## config.mk

```make
export PLATFORM = sky130hd
export DESIGN_NAME = gpc_port
export DESIGN_NICKNAME = d
export VERILOG_FILES = /design/src/rtl/gpc_pin_detect.v /design/src/rtl/gpc_port.v
export VERILOG_INCLUDE_DIRS = /design/src /design/src/rtl
export SDC_FILE = /design/constraint.sdc
export NUM_CORES = 1
export LEC_CHECK = 0
export BUFFER_PORTS_ARGS = -buffer_cell sky130_fd_sc_hd__buf_4
export CORE_MARGIN = 2
export CORE_UTILIZATION = 50
export CTS_BUF_LIST = sky130_fd_sc_hd__clkbuf_16
export CTS_CLUSTER_SIZE = 16
export DETAILED_ROUTE_END_ITERATION = 10
export GPL_ROUTABILITY_DRIVEN = 1
export PLACE_DENSITY = 0.72
export SLEW_MARGIN = 20
export SYNTH_ARGS = -nofsm -noshare
export SYNTH_HDL_FRONTEND = slang
export SYNTH_SLANG_ARGS = --single-unit
```

## constraint.sdc

```tcl
create_clock -name sys_clk -period 13.5 [get_ports sys_clk]
set_input_delay 4.05 -clock sys_clk [delete_from_list [all_inputs] [get_ports sys_clk]]
set_output_delay 4.05 -clock sys_clk [all_outputs]
set_load 0.05 [all_outputs]
```

## src/rtl/gpc_defines.vh

```
// Constants for the general-purpose pin control port
`ifndef GPC_DEFINES_VH
`define GPC_DEFINES_VH

// Port size and address-mask position
`define GPC_PIN_MAX        8
`define GPC_MASK_LSB       2
`define GPC_ADDR_W         10

// Command codes
`define GPC_OP_DIR_SET     4'h0
`define GPC_OP_DIR_GET     4'h1
`define GPC_OP_ITYPE_SET   4'h2
`define GPC_OP_ITYPE_GET   4'h3
`define GPC_OP_PAD_SET     4'h4
`define GPC_OP_PAD_GET     4'h5
`define GPC_OP_INT_EN      4'h6
`define GPC_OP_INT_DIS     4'h7
`define GPC_OP_INT_CLR     4'h8
`define GPC_OP_ADC_EN      4'h9
`define GPC_OP_ADC_DIS     4'ha
`define GPC_OP_DMA_EN      4'hb
`define GPC_OP_DMA_DIS     4'hc
`define GPC_OP_INT_STAT    4'hd

// Direction and control modes
`define GPC_DIR_IN         2'h0
`define GPC_DIR_OUT        2'h1
`define GPC_DIR_HW         2'h2

// Interrupt conditions
`define GPC_IT_FALL        3'h0
`define GPC_IT_RISE        3'h1
`define GPC_IT_BOTH        3'h2
`define GPC_IT_LOW         3'h3
`define GPC_IT_HIGH        3'h4

// Drive strength codes
`define GPC_STR_2MA        2'h0
`define GPC_STR_4MA        2'h1
`define GPC_STR_8MA        2'h2
`define GPC_STR_8MA_SC     2'h3

// Pad type codes
`define GPC_PT_STD         3'h0
`define GPC_PT_STD_WPU     3'h1
`define GPC_PT_STD_WPD     3'h2
`define GPC_PT_OD          3'h3
`define GPC_PT_OD_WPU      3'h4
`define GPC_PT_OD_WPD      3'h5
`define GPC_PT_ANALOG      3'h6

// Argument field positions
`define GPC_ARG_STR_LSB    0
`define GPC_ARG_PT_LSB     4

// Reset values
`define GPC_RST_BYTE       8'h00
`define GPC_RST_ITYPE      24'h000000
`define GPC_RST_STR        16'h0000

`endif

```

## src/rtl/gpc_pin_detect.v

```verilog
// Pin synchroniser and per-pin interrupt condition detector
`timescale 1ns/1ps
`include "gpc_defines.vh"

module gpc_pin_detect #(
  parameter WIDTH = 8
) (
  // Clock and reset
  input  wire               sys_clk,
  input  wire               reset,
  // Pins and per-pin condition select
  input  wire [WIDTH-1:0]   pin_async,
  input  wire [3*WIDTH-1:0] itype_flat,
  // Results
  output wire [WIDTH-1:0]   pin_sync,
  output reg  [WIDTH-1:0]   evt
);

  reg [WIDTH-1:0] meta_reg;
  reg [WIDTH-1:0] sync_reg;
  reg [WIDTH-1:0] prev_reg;
  reg [2:0]       prime_reg;
  integer         i;

  // Two-stage synchroniser, then a history stage for edges
  always @(posedge sys_clk or posedge reset)
  begin
    if (reset)
    begin
      meta_reg  <= {WIDTH{1'b0}};
      sync_reg  <= {WIDTH{1'b0}};
      prev_reg  <= {WIDTH{1'b0}};
      prime_reg <= 3'h0;
    end
    else
    begin
      meta_reg  <= pin_async;
      sync_reg  <= meta_reg;
      prev_reg  <= sync_reg;
      prime_reg <= {prime_reg[1:0], 1'b1};
    end
  end

  assign pin_sync = sync_reg;

  // Condition match per pin; edges wait until the history stage holds a real
  // pin sample, so a pin idling high gives no false edge after reset
  always @*
  begin
    evt = {WIDTH{1'b0}};
    for (i = 0; i < WIDTH; i = i + 1)
    begin
      case (itype_flat[3*i +: 3])
        `GPC_IT_FALL: evt[i] = prime_reg[2] & prev_reg[i] & ~sync_reg[i];
        `GPC_IT_RISE: evt[i] = prime_reg[2] & ~prev_reg[i] & sync_reg[i];
        `GPC_IT_BOTH: evt[i] = prime_reg[2] & (prev_reg[i] ^ sync_reg[i]);
        `GPC_IT_LOW:  evt[i] = ~sync_reg[i];
        `GPC_IT_HIGH: evt[i] = sync_reg[i];
        default:      evt[i] = 1'b0;
      endcase
    end
  end

endmodule // gpc_pin_detect

```

## src/rtl/gpc_port.v

```verilog
// General-purpose eight-pin port with masked access and pin events
`timescale 1ns/1ps
`include "gpc_defines.vh"

module gpc_port #(
  parameter PIN_COUNT      = 8,
  parameter PERIPH_PRESENT = 8'hff
) (
  // Clock and reset
  input  wire        sys_clk,
  input  wire        reset,
  // Command port
  input  wire        cmd_valid,
  input  wire [3:0]  cmd_op,
  input  wire [7:0]  pin_select_mask,
  input  wire [2:0]  pin_index,
  input  wire [7:0]  cmd_arg,
  output reg         cmd_done,
  output reg  [7:0]  cmd_rdata,
  // Masked data access
  input  wire        data_wr,
  input  wire        data_rd,
  input  wire [9:0]  data_addr,
  input  wire [7:0]  data_wdata,
  output reg         data_rvalid,
  output reg  [7:0]  data_rdata,
  // Pad side
  input  wire [7:0]  pin_in,
  output reg  [7:0]  pin_out,
  output reg  [7:0]  pin_oe,
  output reg  [7:0]  pull_up_en,
  output reg  [7:0]  pull_dn_en,
  output reg  [15:0] drive_sel,
  output reg  [7:0]  slew_en,
  output reg  [7:0]  digital_en,
  // Peripheral side
  input  wire [7:0]  periph_out,
  input  wire [7:0]  periph_oe,
  output reg  [7:0]  periph_in,
  output reg  [7:0]  periph_sel,
  // Events
  output reg  [7:0]  int_raw,
  output reg         gpio_irq,
  output reg         adc_trigger,
  output reg         dma_trigger
);

  localparam [7:0] PRESENT = (PIN_COUNT >= 8) ? 8'hff : ((8'h01 << PIN_COUNT) - 8'h01);

  // Field read of a packed per-pin vector
  function [2:0] field3;
    input [23:0] vec;
    input [2:0]  idx;
    begin
      field3 = vec[idx*3 +: 3];
    end
  endfunction

  // Merge selected bits of a new value into a byte
  function [7:0] merge8;
    input [7:0] old;
    input [7:0] val;
    input [7:0] sel;
    begin
      merge8 = (old & ~sel) | (val & sel);
    end
  endfunction

  // Configuration state
  reg  [7:0]  data_reg;
  reg  [7:0]  dir_out_reg;
  reg  [7:0]  dir_hw_reg;
  reg  [23:0] itype_reg;
  reg  [15:0] str_reg;
  reg  [7:0]  od_reg;
  reg  [7:0]  wpu_reg;
  reg  [7:0]  wpd_reg;
  reg  [7:0]  ana_reg;
  reg  [7:0]  int_en_reg;
  reg  [7:0]  int_st_reg;
  reg  [7:0]  adc_en_reg;
  reg  [7:0]  dma_en_reg;

  wire [7:0]  pin_sync;
  wire [7:0]  evt;
  wire [7:0]  sel = pin_select_mask & PRESENT;
  wire [7:0]  amask = data_addr[`GPC_MASK_LSB +: 8] & PRESENT;
  wire [7:0]  live_evt = evt & ~dir_out_reg & PRESENT;
  wire [1:0]  str_arg = cmd_arg[`GPC_ARG_STR_LSB +: 2];
  wire [2:0]  pt_arg = cmd_arg[`GPC_ARG_PT_LSB +: 3];
  wire        pt_od = (pt_arg == `GPC_PT_OD) | (pt_arg == `GPC_PT_OD_WPU) | (pt_arg == `GPC_PT_OD_WPD);
  wire        pt_wpu = (pt_arg == `GPC_PT_STD_WPU) | (pt_arg == `GPC_PT_OD_WPU);
  wire        pt_wpd = (pt_arg == `GPC_PT_STD_WPD) | (pt_arg == `GPC_PT_OD_WPD);
  wire        pt_ana = (pt_arg == `GPC_PT_ANALOG);
  wire        is_cmd_op_set = cmd_valid;
  integer     i;
  integer     j;

  // Input synchroniser and condition detection
  gpc_pin_detect #(
    .WIDTH      (8)
  ) u_detect (
    .sys_clk    (sys_clk),
    .reset      (reset),
    .pin_async  (pin_in),
    .itype_flat (itype_reg),
    .pin_sync   (pin_sync),
    .evt        (evt)
  );

  // Masked data store, written by address-mask access
  always @(posedge sys_clk or posedge reset)
  begin
    if (reset)
      data_reg <= `GPC_RST_BYTE;
    else if (data_wr)
      data_reg <= merge8(data_reg, data_wdata, amask);
  end

  // Direction, pad and trigger configuration by mask
  always @(posedge sys_clk or posedge reset)
  begin
    if (reset)
    begin
      dir_out_reg <= `GPC_RST_BYTE;
      dir_hw_reg  <= `GPC_RST_BYTE;
      itype_reg   <= `GPC_RST_ITYPE;
      str_reg     <= `GPC_RST_STR;
      od_reg      <= `GPC_RST_BYTE;
      wpu_reg     <= `GPC_RST_BYTE;
      wpd_reg     <= `GPC_RST_BYTE;
      ana_reg     <= `GPC_RST_BYTE;
      int_en_reg  <= `GPC_RST_BYTE;
      adc_en_reg  <= `GPC_RST_BYTE;
      dma_en_reg  <= `GPC_RST_BYTE;
    end
    else if (is_cmd_op_set)
    begin
      case (cmd_op)
        `GPC_OP_DIR_SET:
        begin
          // Unknown mode codes fall back to input
          dir_out_reg <= merge8(dir_out_reg, {8{cmd_arg[1:0] == `GPC_DIR_OUT}}, sel);
          dir_hw_reg  <= merge8(dir_hw_reg, {8{cmd_arg[1:0] == `GPC_DIR_HW}}, sel);
        end
        `GPC_OP_ITYPE_SET:
        begin
          for (j = 0; j < 8; j = j + 1)
          begin
            if (sel[j] && cmd_arg[2:0] <= `GPC_IT_HIGH)
              itype_reg[j*3 +: 3] <= cmd_arg[2:0];
          end
        end
        `GPC_OP_PAD_SET:
        begin
          for (j = 0; j < 8; j = j + 1)
          begin
            if (sel[j])
              str_reg[j*2 +: 2] <= str_arg;
          end
          od_reg  <= merge8(od_reg, {8{pt_od}}, sel);
          wpu_reg <= merge8(wpu_reg, {8{pt_wpu}}, sel);
          wpd_reg <= merge8(wpd_reg, {8{pt_wpd}}, sel);
          ana_reg <= merge8(ana_reg, {8{pt_ana}}, sel);
        end
        `GPC_OP_INT_EN:  int_en_reg <= int_en_reg | sel;
        `GPC_OP_INT_DIS: int_en_reg <= int_en_reg & ~sel;
        `GPC_OP_ADC_EN:  adc_en_reg <= adc_en_reg | sel;
        `GPC_OP_ADC_DIS: adc_en_reg <= adc_en_reg & ~sel;
        `GPC_OP_DMA_EN:  dma_en_reg <= dma_en_reg | sel;
        `GPC_OP_DMA_DIS: dma_en_reg <= dma_en_reg & ~sel;
        default:         int_en_reg <= int_en_reg;
      endcase
    end
  end

  // Sticky pending flags; a new event beats a clear in the same cycle
  always @(posedge sys_clk or posedge reset)
  begin
    if (reset)
      int_st_reg <= `GPC_RST_BYTE;
    else if (cmd_valid && cmd_op == `GPC_OP_INT_CLR)
      int_st_reg <= (int_st_reg & ~sel) | live_evt;
    else
      int_st_reg <= int_st_reg | live_evt;
  end

  // Command answers: single-pin getters and status read
  always @(posedge sys_clk or posedge reset)
  begin
    if (reset)
    begin
      cmd_done  <= 1'b0;
      cmd_rdata <= 8'h00;
    end
    else
    begin
      cmd_done  <= cmd_valid;
      cmd_rdata <= 8'h00;
      if (cmd_valid)
      begin
        case (cmd_op)
          `GPC_OP_DIR_GET:
            cmd_rdata <= dir_hw_reg[pin_index] ? {6'h00, `GPC_DIR_HW} :
                         dir_out_reg[pin_index] ? {6'h00, `GPC_DIR_OUT} :
                         {6'h00, `GPC_DIR_IN};
          `GPC_OP_ITYPE_GET:
            cmd_rdata <= {5'h00, field3(itype_reg, pin_index)};
          `GPC_OP_PAD_GET:
            cmd_rdata <= {1'b0,
                          ana_reg[pin_index] ? `GPC_PT_ANALOG :
                          od_reg[pin_index] ? (wpu_reg[pin_index] ? `GPC_PT_OD_WPU :
                                               wpd_reg[pin_index] ? `GPC_PT_OD_WPD : `GPC_PT_OD) :
                          wpu_reg[pin_index] ? `GPC_PT_STD_WPU :
                          wpd_reg[pin_index] ? `GPC_PT_STD_WPD : `GPC_PT_STD,
                          2'h0, str_reg[pin_index*2 +: 2]};
          `GPC_OP_INT_STAT:
            cmd_rdata <= cmd_arg[0] ? (int_st_reg & int_en_reg) : int_st_reg;
          default:
            cmd_rdata <= 8'h00;
        endcase
      end
    end
  end

  // Masked data read: outputs read back stored data, others the pin
  always @(posedge sys_clk or posedge reset)
  begin
    if (reset)
    begin
      data_rvalid <= 1'b0;
      data_rdata  <= 8'h00;
    end
    else
    begin
      data_rvalid <= data_rd;
      if (data_rd)
        data_rdata <= ((data_reg & dir_out_reg) | (pin_sync & ~dir_out_reg)) & amask;
    end
  end

  // Pad drive: data only in output mode, peripheral in hardware mode
  always @(posedge sys_clk or posedge reset)
  begin
    if (reset)
    begin
      pin_out    <= 8'h00;
      pin_oe     <= 8'h00;
      pull_up_en <= 8'h00;
      pull_dn_en <= 8'h00;
      drive_sel  <= 16'h0000;
      slew_en    <= 8'h00;
      digital_en <= 8'h00;
      periph_in  <= 8'h00;
      periph_sel <= 8'h00;
    end
    else
    begin
      for (i = 0; i < 8; i = i + 1)
      begin
        // Open drain only ever pulls low; a high level releases the pad
        if (!PRESENT[i] || ana_reg[i])
        begin
          pin_out[i] <= 1'b0;
          pin_oe[i]  <= 1'b0;
        end
        else if (dir_hw_reg[i])
        begin
          pin_out[i] <= od_reg[i] ? 1'b0 : periph_out[i];
          pin_oe[i]  <= PERIPH_PRESENT[i] & periph_oe[i] &
                        (od_reg[i] ? ~periph_out[i] : 1'b1);
        end
        else if (dir_out_reg[i])
        begin
          pin_out[i] <= od_reg[i] ? 1'b0 : data_reg[i];
          pin_oe[i]  <= od_reg[i] ? ~data_reg[i] : 1'b1;
        end
        else
        begin
          pin_out[i] <= 1'b0;
          pin_oe[i]  <= 1'b0;
        end
        // Strength code 3 is 8 mA with slew control
        drive_sel[i*2 +: 2] <= (str_reg[i*2 +: 2] == `GPC_STR_8MA_SC) ? `GPC_STR_8MA : str_reg[i*2 +: 2];
        slew_en[i]          <= (str_reg[i*2 +: 2] == `GPC_STR_8MA_SC);
      end
      pull_up_en <= wpu_reg & PRESENT;
      pull_dn_en <= wpd_reg & PRESENT;
      digital_en <= ~ana_reg & PRESENT;
      periph_in  <= pin_sync & dir_hw_reg & PERIPH_PRESENT;
      periph_sel <= dir_hw_reg & PRESENT;
    end
  end

  // Interrupt line and conversion/transfer triggers
  always @(posedge sys_clk or posedge reset)
  begin
    if (reset)
    begin
      int_raw     <= 8'h00;
      gpio_irq    <= 1'b0;
      adc_trigger <= 1'b0;
      dma_trigger <= 1'b0;
    end
    else
    begin
      int_raw     <= int_st_reg;
      gpio_irq    <= |(int_st_reg & int_en_reg);
      adc_trigger <= |(live_evt & adc_en_reg);
      dma_trigger <= |(live_evt & dma_en_reg);
    end
  end

endmodule // gpc_port

```

==> flow_summary_export.csv, run 1 <==
group,metric,value,unit
run_status,outcome,"completed",
pwr,power.density,166.1,nW/um^2
pwr,total_power,2.189,mW
routing,wirelength,28.58,mm
job,drv_cap,0,
sta,slew_headroom,40.54,%
logic_synthesis,ys_seq_area_share,60.52,%
setup_path,path_class,"in2async",
routing,routed_via_density,5.789,
sta,setup_tns,0,ps
global_routing,grt_pass1_vias,7655,
clocking,worst_skew_pair.late_latency,550,ps
pwr,vdd_drop_max,100.4,uV
clocking,clock-root-buffer,"clkbuf_16",
global_routing,grt_max_degree,112,
placement,dp_hpwl,20.03,mm
routing,dr.first_iter.drc_count,693,
sta,setup_viol_count_final,0,
logic_synthesis,synthesis.nets,943,
clocking,clk_pin_slew,60,ps
floorplan,ios,179,
cells_and_area,diodes,0,
logic_synthesis,synth.distinct_cells,51,
sta,rsz0062_at_grt,"no",
floorplan,core,21620,sq um
routing,drc,0,
routing,dr.pass1.iters,6,
cells_and_area,fillers,1761,
logic_synthesis,yosysWarnings,0,
floorplan,die_w,151.8,um
placement,dp.cells,1283,
routing,wl_per_cell,21.47,um
sta,finalClockSkew,13.11,ps
sta,hold_violations,0,
global_routing,grt_util_all_layers,25.11,%
hold_path,hp-class,"reg2reg",
logic_synthesis,synth_edf_count,0,
placement,gp_congestion,0.9092,
floorplan,die-area,23030,sq um
clocking,postCtsSetupRepairBufs,0,
routing,route.vias.total,7705,
cells_and_area,layout_common_cells,"dfrtp_1 (264), buf_4 (175), a21oi_1 (72), mux2_2 (72), nand2_1 (60)",
clocking,cts-buffers-inserted,27,
floorplan,rows,54,
sta,layout_setup_ws,7821,ps
logic_synthesis,synth.avg_cell_area,12.50,sq um
cells_and_area,area_delta_synth_final,20.70,%
logic_synthesis,synth_flop_cell,"dfrtp_1",
logic_synthesis,postSynthCellCount,873,
sta,fmax,0.1761,GHz
cells_and_area,layout.cells.non_filler,1331,
sta,fin_crit_sh,42.07,%
global_routing,antenna_found_initial,0,
sta,worst_pin_slew,891.9,ps
clocking,clk_path_buf_depth,3,
placement,dp_slack,6819,ps
setup_path,cp-start-kind,"input pin",
logic_synthesis,async_flop_share,100.0,%
setup_path,crit_path_max_fanout,111,
clocking,ctsHtreeMaxLevel,1,
clocking,hold_buffers,0,
setup_path,crit_required,14060,ps
floorplan,die_y,151.8,um
global_routing,grt_overflow,0,
routing,postRouteAntennaNets,0,
logic_synthesis,syn_area,10920,sq um
placement,portBuffers,174,
cells_and_area,final_common_cell,"dfrtp_1",
cells_and_area,drive_above_1_share,30.07,%
cells_and_area,nNetsFinal,1102,
sta,period_minus_slack,5679,ps
clocking,tritoncts,"built",
clocking,cts-resized-gates,0,
setup_path,cp-end-kind,"asynchronous set/reset pin",
floorplan,start_util,50.49,%
pwr,power.leakage,5.984,nW
clocking,cts_sinks,264,
global_routing,grt_pass1_wl,43.41,mm
sta,report.final.slew_viol_count,0,
setup_path,arrival,6240,ps
logic_synthesis,ys_ff_latch,264,
[per-stage QoR]
step	hold slack, ps	util (%)	cell area [sq um]
after detailed placement	334.7	57.19	12360
after CTS	348.3	60.93	13170
after global placement	331.1	57.19	12360
after global routing	351.0	60.94	13180
final	346.3	60.94	13180
after floorplan	331.2	-	10920
[worst paths after layout]
check | from | endpoint | slack (ps) | depth (start not counted)
min | u_detect.prime_reg[1] | u_detect.prime_reg[2] | 350 | 0
min in group asynchronous | reset | pull_up_en[5] | 3610 | 2
max reg2reg | u_detect.prime_reg[2] | dma_trigger | 11430 | 5
max | reset | asynchronous set/reset pin | 7820 | 4
max in group sys_clk | cmd_op[1] | itype_reg[10] | 7990 | 5
min reg2reg | u_detect.prime_reg[1] | u_detect.prime_reg[2] | 350 | 0
[layer usage]
metal | GRT usage (%) | share of wire, % | vias up
met2 | 42.66 | 50 | 337
met1 | 32.77 | 40 | 3858
met4 | 9.676 | 3.8 | 0
met5 | 0 | 0 | -
met3 | 3.713 | 7.1 | 77
li1 | - | - | 3433
[final cells by class]
class	instances	area, sq um	area share (%)
inverters	34	135.1	1.026
clock inverters	21	132.6	1.007
clock buffers	27	675.6	5.128
well taps	280	350.3	2.659
multi-input cells	529	3951	29.99
flip-flops and latches	264	6606	50.14
repair buffers	176	1325	10.06
[cells in the mapped netlist, drive strengths merged (8+ instances only)]
| library cell | instances | area share, % |
|---|---|---|
| mux4 | 21 | 4.4 |
| inv | 34 | 1.2 |
| nor2b | 16 | 0.92 |
| nand3 | 24 | 1.1 |
| a22oi | 9 | 0.62 |
| dfrtp | 264 | 61 |
| nor2 | 47 | 1.8 |
| and2 | 18 | 1.0 |
| a41oi | 8 | 0.64 |
| clkbuf | 24 | 0.83 |
| a31oi | 9 | 0.52 |
| o21ai | 34 | 1.6 |
| o22ai | 9 | 0.52 |
| mux2i | 25 | 2.6 |
| nand3b | 21 | 1.4 |
| mux2 | 74 | 7.6 |
| buf | 22 | 1.3 |
| nand2 | 61 | 2.1 |
| a211oi | 17 | 1.2 |
| nand2b | 9 | 0.52 |
| o211ai | 11 | 0.76 |
| a21oi | 72 | 3.3 |
[cell families (layout without fill, tap and decap cells)]
logic type      count (synthesis)  count (layout)  share of synthesized area (%)
compound gates                180             180                          10.03
xor+xnor                        7               7                         0.5616
buf+inv                        80             258                          3.289
flops                         264             264                          60.52
mux                           120             120                          14.64
other cells                     1               1                        0.03435
simple gates                  221             221                          10.93
[critical path: stages]
cell and delay (ps):
buf_4 130, inv_8 470, buf_6 660, buf_4 830
[where the power goes]
part	switching [mW]	leakage, nW	internal [mW]
clock	0.306	0.413	0.383
sequential	0.108	3.24	0.909
combinational	0.300	2.33	0.184
Note: power is estimated with default switching activity, not from simulation.
==> run 2, diff against run 1 <==
--- a/config.mk
+++ b/config.mk
@@ -6,6 +6,7 @@
 export SDC_FILE = /design/constraint.sdc
 export NUM_CORES = 1
 export LEC_CHECK = 0
+export ABC_AREA = 1
 export BUFFER_PORTS_ARGS = -buffer_cell sky130_fd_sc_hd__buf_4
 export CORE_MARGIN = 2
 export CORE_UTILIZATION = 50
==> constraint.sdc (replaced) <==
create_clock -name sys_clk -period 5.37 [get_ports sys_clk]
set_input_delay 1.611 -clock sys_clk [delete_from_list [all_inputs] [get_ports sys_clk]]
set_output_delay 1.611 -clock sys_clk [all_outputs]
set_load 0.05 [all_outputs]
==> run 2 against run 1 <==
Power increased to 2.6 times the previous value. Core utilization up 1.8 points. Clock-buffer cell count unchanged. Largest power group unchanged. Highest routed layer unchanged.
==> flow_summary_export.csv, run 2 <==
group,metric,value,unit
routing,route.vias.total,8961,
job,drv_cap,0,
setup_path,path_buf_inv,2,
logic_synthesis,synthesis.nets,1237,
global_routing,grt_max_degree,191,
clocking,cts_sinks,264,
cells_and_area,area_delta_synth_final,22.58,%
logic_synthesis,synth.avg_cell_area,9.251,sq um
routing,wirelength,29.56,mm
floorplan,rows,53,
sta,setup_tns,0,ps
logic_synthesis,yosysTopAreaCell,"dfrtp_1",
placement,gp_congestion,0.9289,
placement,portBuffers,174,
floorplan,core,21090,sq um
logic_synthesis,synth_flop_cell,"dfrtp_1",
pwr,clock_power_share,33.5,%
sta,fmax,0.2737,GHz
sta,rsz0062_at_grt,"no",
pwr,power.leakage,6.449,nW
setup_path,path_cells,"buf_4 > clkinv_1 > o21ai_0 > nand3_1 > nand4_1 > o21ai_0",
pwr,switching_share,32.80,%
logic_synthesis,yosysMostFrequentCell,"nand2_1",
clocking,cts-buffers-inserted,26,
global_routing,grt_util_all_layers,26.35,%
floorplan,start_util,51.19,%
sta,report.final.slew_viol_count,0,
setup_path,critical_path.max_stage_delay,950,ps
sta,hold_violations,0,
pwr,power.density,429.8,nW/um^2
setup_path,arrival,4060,ps
clocking,postCtsSetupRepairBufs,0,
logic_synthesis,ys_seq_area_share,61.20,%
floorplan,die_w,150.9,um
global_routing,grt_overflow,0,
clocking,clk_path_buf_depth,3,
global_routing,grt_util_met1,36.10,%
placement,dp_hpwl,20.67,mm
sta,fin_crit_sh,68.03,%
clocking,cts-resized-gates,0,
routing,dr.first_iter.drc_count,836,
routing,wl_per_cell,18.16,um
logic_synthesis,ys_ff_latch,264,
routing,drc,0,
cells_and_area,diodes,0,
clocking,ctsHtreeMaxLevel,1,
logic_synthesis,synth_area_leaders,"dfrtp_1 (61%), nand2_1 (9.4%), o21ai_0 (6.9%)",
global_routing,use_met2,43.25,%
global_routing,grt_pass1_wl,45.76,mm
global_routing,grt_pass1_vias,8388,
logic_synthesis,async_flop_share,100.0,%
clocking,worst_skew_pair.late_latency,530,ps
logic_synthesis,synth_top_area_share,61.20,%
sta,finalClockSkew,12.74,ps
setup_path,crit_path_max_fanout,49,
setup_path,cp-end-kind,"flop",
setup_path,crit_family,"buffers and inverters",
run_status,outcome,"completed",
clocking,clk_pin_slew,60,ps
floorplan,ios,179,
clocking,clock-root-buffer,"clkbuf_16",
logic_synthesis,yosysWarnings,0,
setup_path,cpMostUsedCell,"o21ai_0",
logic_synthesis,synth.distinct_cells,38,
setup_path,path_class,"in2reg",
pwr,power.internal,3.822,mW
routing,routed_via_density,5.504,
cells_and_area,nNetsFinal,1405,
cells_and_area,layout_common_cells,"nand2_1 (270), dfrtp_1 (264), buf_4 (175)",
global_routing,grt-busiest-layer,"met2",
routing,dr.pass1.iters,5,
global_routing,antenna_found_initial,0,
sta,worst_pin_slew,1021,ps
pwr,vdd_drop_max,259.7,uV
sta,slew_headroom,31.49,%
routing,postRouteAntennaNets,0,
cells_and_area,final_common_cell,"nand2_1",
logic_synthesis,synth_edf_count,0,
global_routing,use_met3,4.488,%
pwr,switchingPower,1.865,mW
sta,period_minus_slack,3653,ps
logic_synthesis,postSynthCellCount,1167,
setup_path,crit_required,5780,ps
setup_path,crit_slowest_cell,"clkinv_1",
pwr,pwr-share-comb,22.3,%
clocking,tritoncts,"built",
floorplan,die-area,22780,sq um
pwr,seqPwrFrac,44.2,%
sta,setup_viol_count_final,0,
clocking,hold_buffers,0,
pwr,total_power,5.687,mW
floorplan,die_y,150.9,um
setup_path,cp-start-kind,"input pin",
logic_synthesis,yosys-top-cells-count,"nand2_1 (270), dfrtp_1 (264), o21ai_0 (148)",
logic_synthesis,syn_area,10800,sq um
cells_and_area,drive_above_1_share,17.96,%
hold_path,hp-class,"reg2reg",
cells_and_area,fillers,1764,
-- run 2: logic make-up (layout without fill, tap and decap cells) --
family	Yosys count	in the layout	synth area share, %
compound gates	294	294	14.70
buf+inv	173	359	6.259
flops	264	264	61.20
mux	2	2	0.2086
other cells	1	1	0.03474
simple gates	433	433	17.61
-- run 2: power groups by stage --
stage	Combinational, mW	Sequential, mW	Clock, mW
floorplan	0.451	2.90	0
global placement	1.24	2.54	0
detailed placement	1.26	2.54	0
CTS	1.27	2.51	1.93
global route	1.37	2.55	2.02
finish	1.27	2.52	1.91
-- run 2: layer usage --
| layer | part of all wire, % | vias up |
|---|---|---|
| li1 | - | 4203 |
| met1 | 41 | 4288 |
| met2 | 48 | 404 |
| met3 | 7.6 | 66 |
| met4 | 3.3 | 0 |
| met5 | 0 | - |
-- run 2: path summary, 6_finish.rpt --
| kind | cells after the start | slack (ps) | endpoint | startpoint |
|---|---|---|---|---|
| setup / recovery | 6 | 1720 | cmd_rdata[2] | pin_index[0] |
| hold / removal | 0 | 350 | u_detect.prime_reg[1] | u_detect.prime_reg[0] |
| setup reg to reg | 6 | 3690 | adc_trigger | u_detect.prime_reg[2] |
| hold reg to reg | 0 | 350 | u_detect.prime_reg[1] | u_detect.prime_reg[0] |
| max in group asynchronous | 4 | 3270 | asynchronous set/reset pin | reset |
| min in group asynchronous | 3 | 1160 | pin_out[1] | reset |
-- run 2: cell type report --
| class | count | area, sq um | area share [%] |
|---|---|---|---|
| flip-flops and latches | 264 | 6606 | 49.92 |
| multi-input cells | 730 | 3513 | 26.55 |
| repair buffers | 177 | 1361 | 10.29 |
| clock buffers | 27 | 675.6 | 5.106 |
| inverters | 136 | 516.7 | 3.905 |
| well taps | 275 | 344.1 | 2.600 |
| clock inverters | 19 | 215.2 | 1.626 |
-- run 2: worst reg2reg max path, stage by stage (launching register included) --
cell and delay [ps]:
dfrtp_1 710, nand3b_1 140, o211ai_1 200, nand3_1 250, o22ai_1 200, nor2_1 60
nand2_1 70
-- run 2: metrics by stage --
step                std cells  setup slack (ps)  instance area (sq um)  util (%)  hold WS [ps]
finish                   1628              1717                  13230     62.75         347.7
global route             1628              1510                  13230     62.75         354.0
CTS                      1627              2179                  13210     62.62         349.1
detailed placement       1581              1647                  12310     58.40         334.7
global placement         1581              1677                  12310     58.40         331.4
floorplan                1167             275.5                  10800         -         331.2
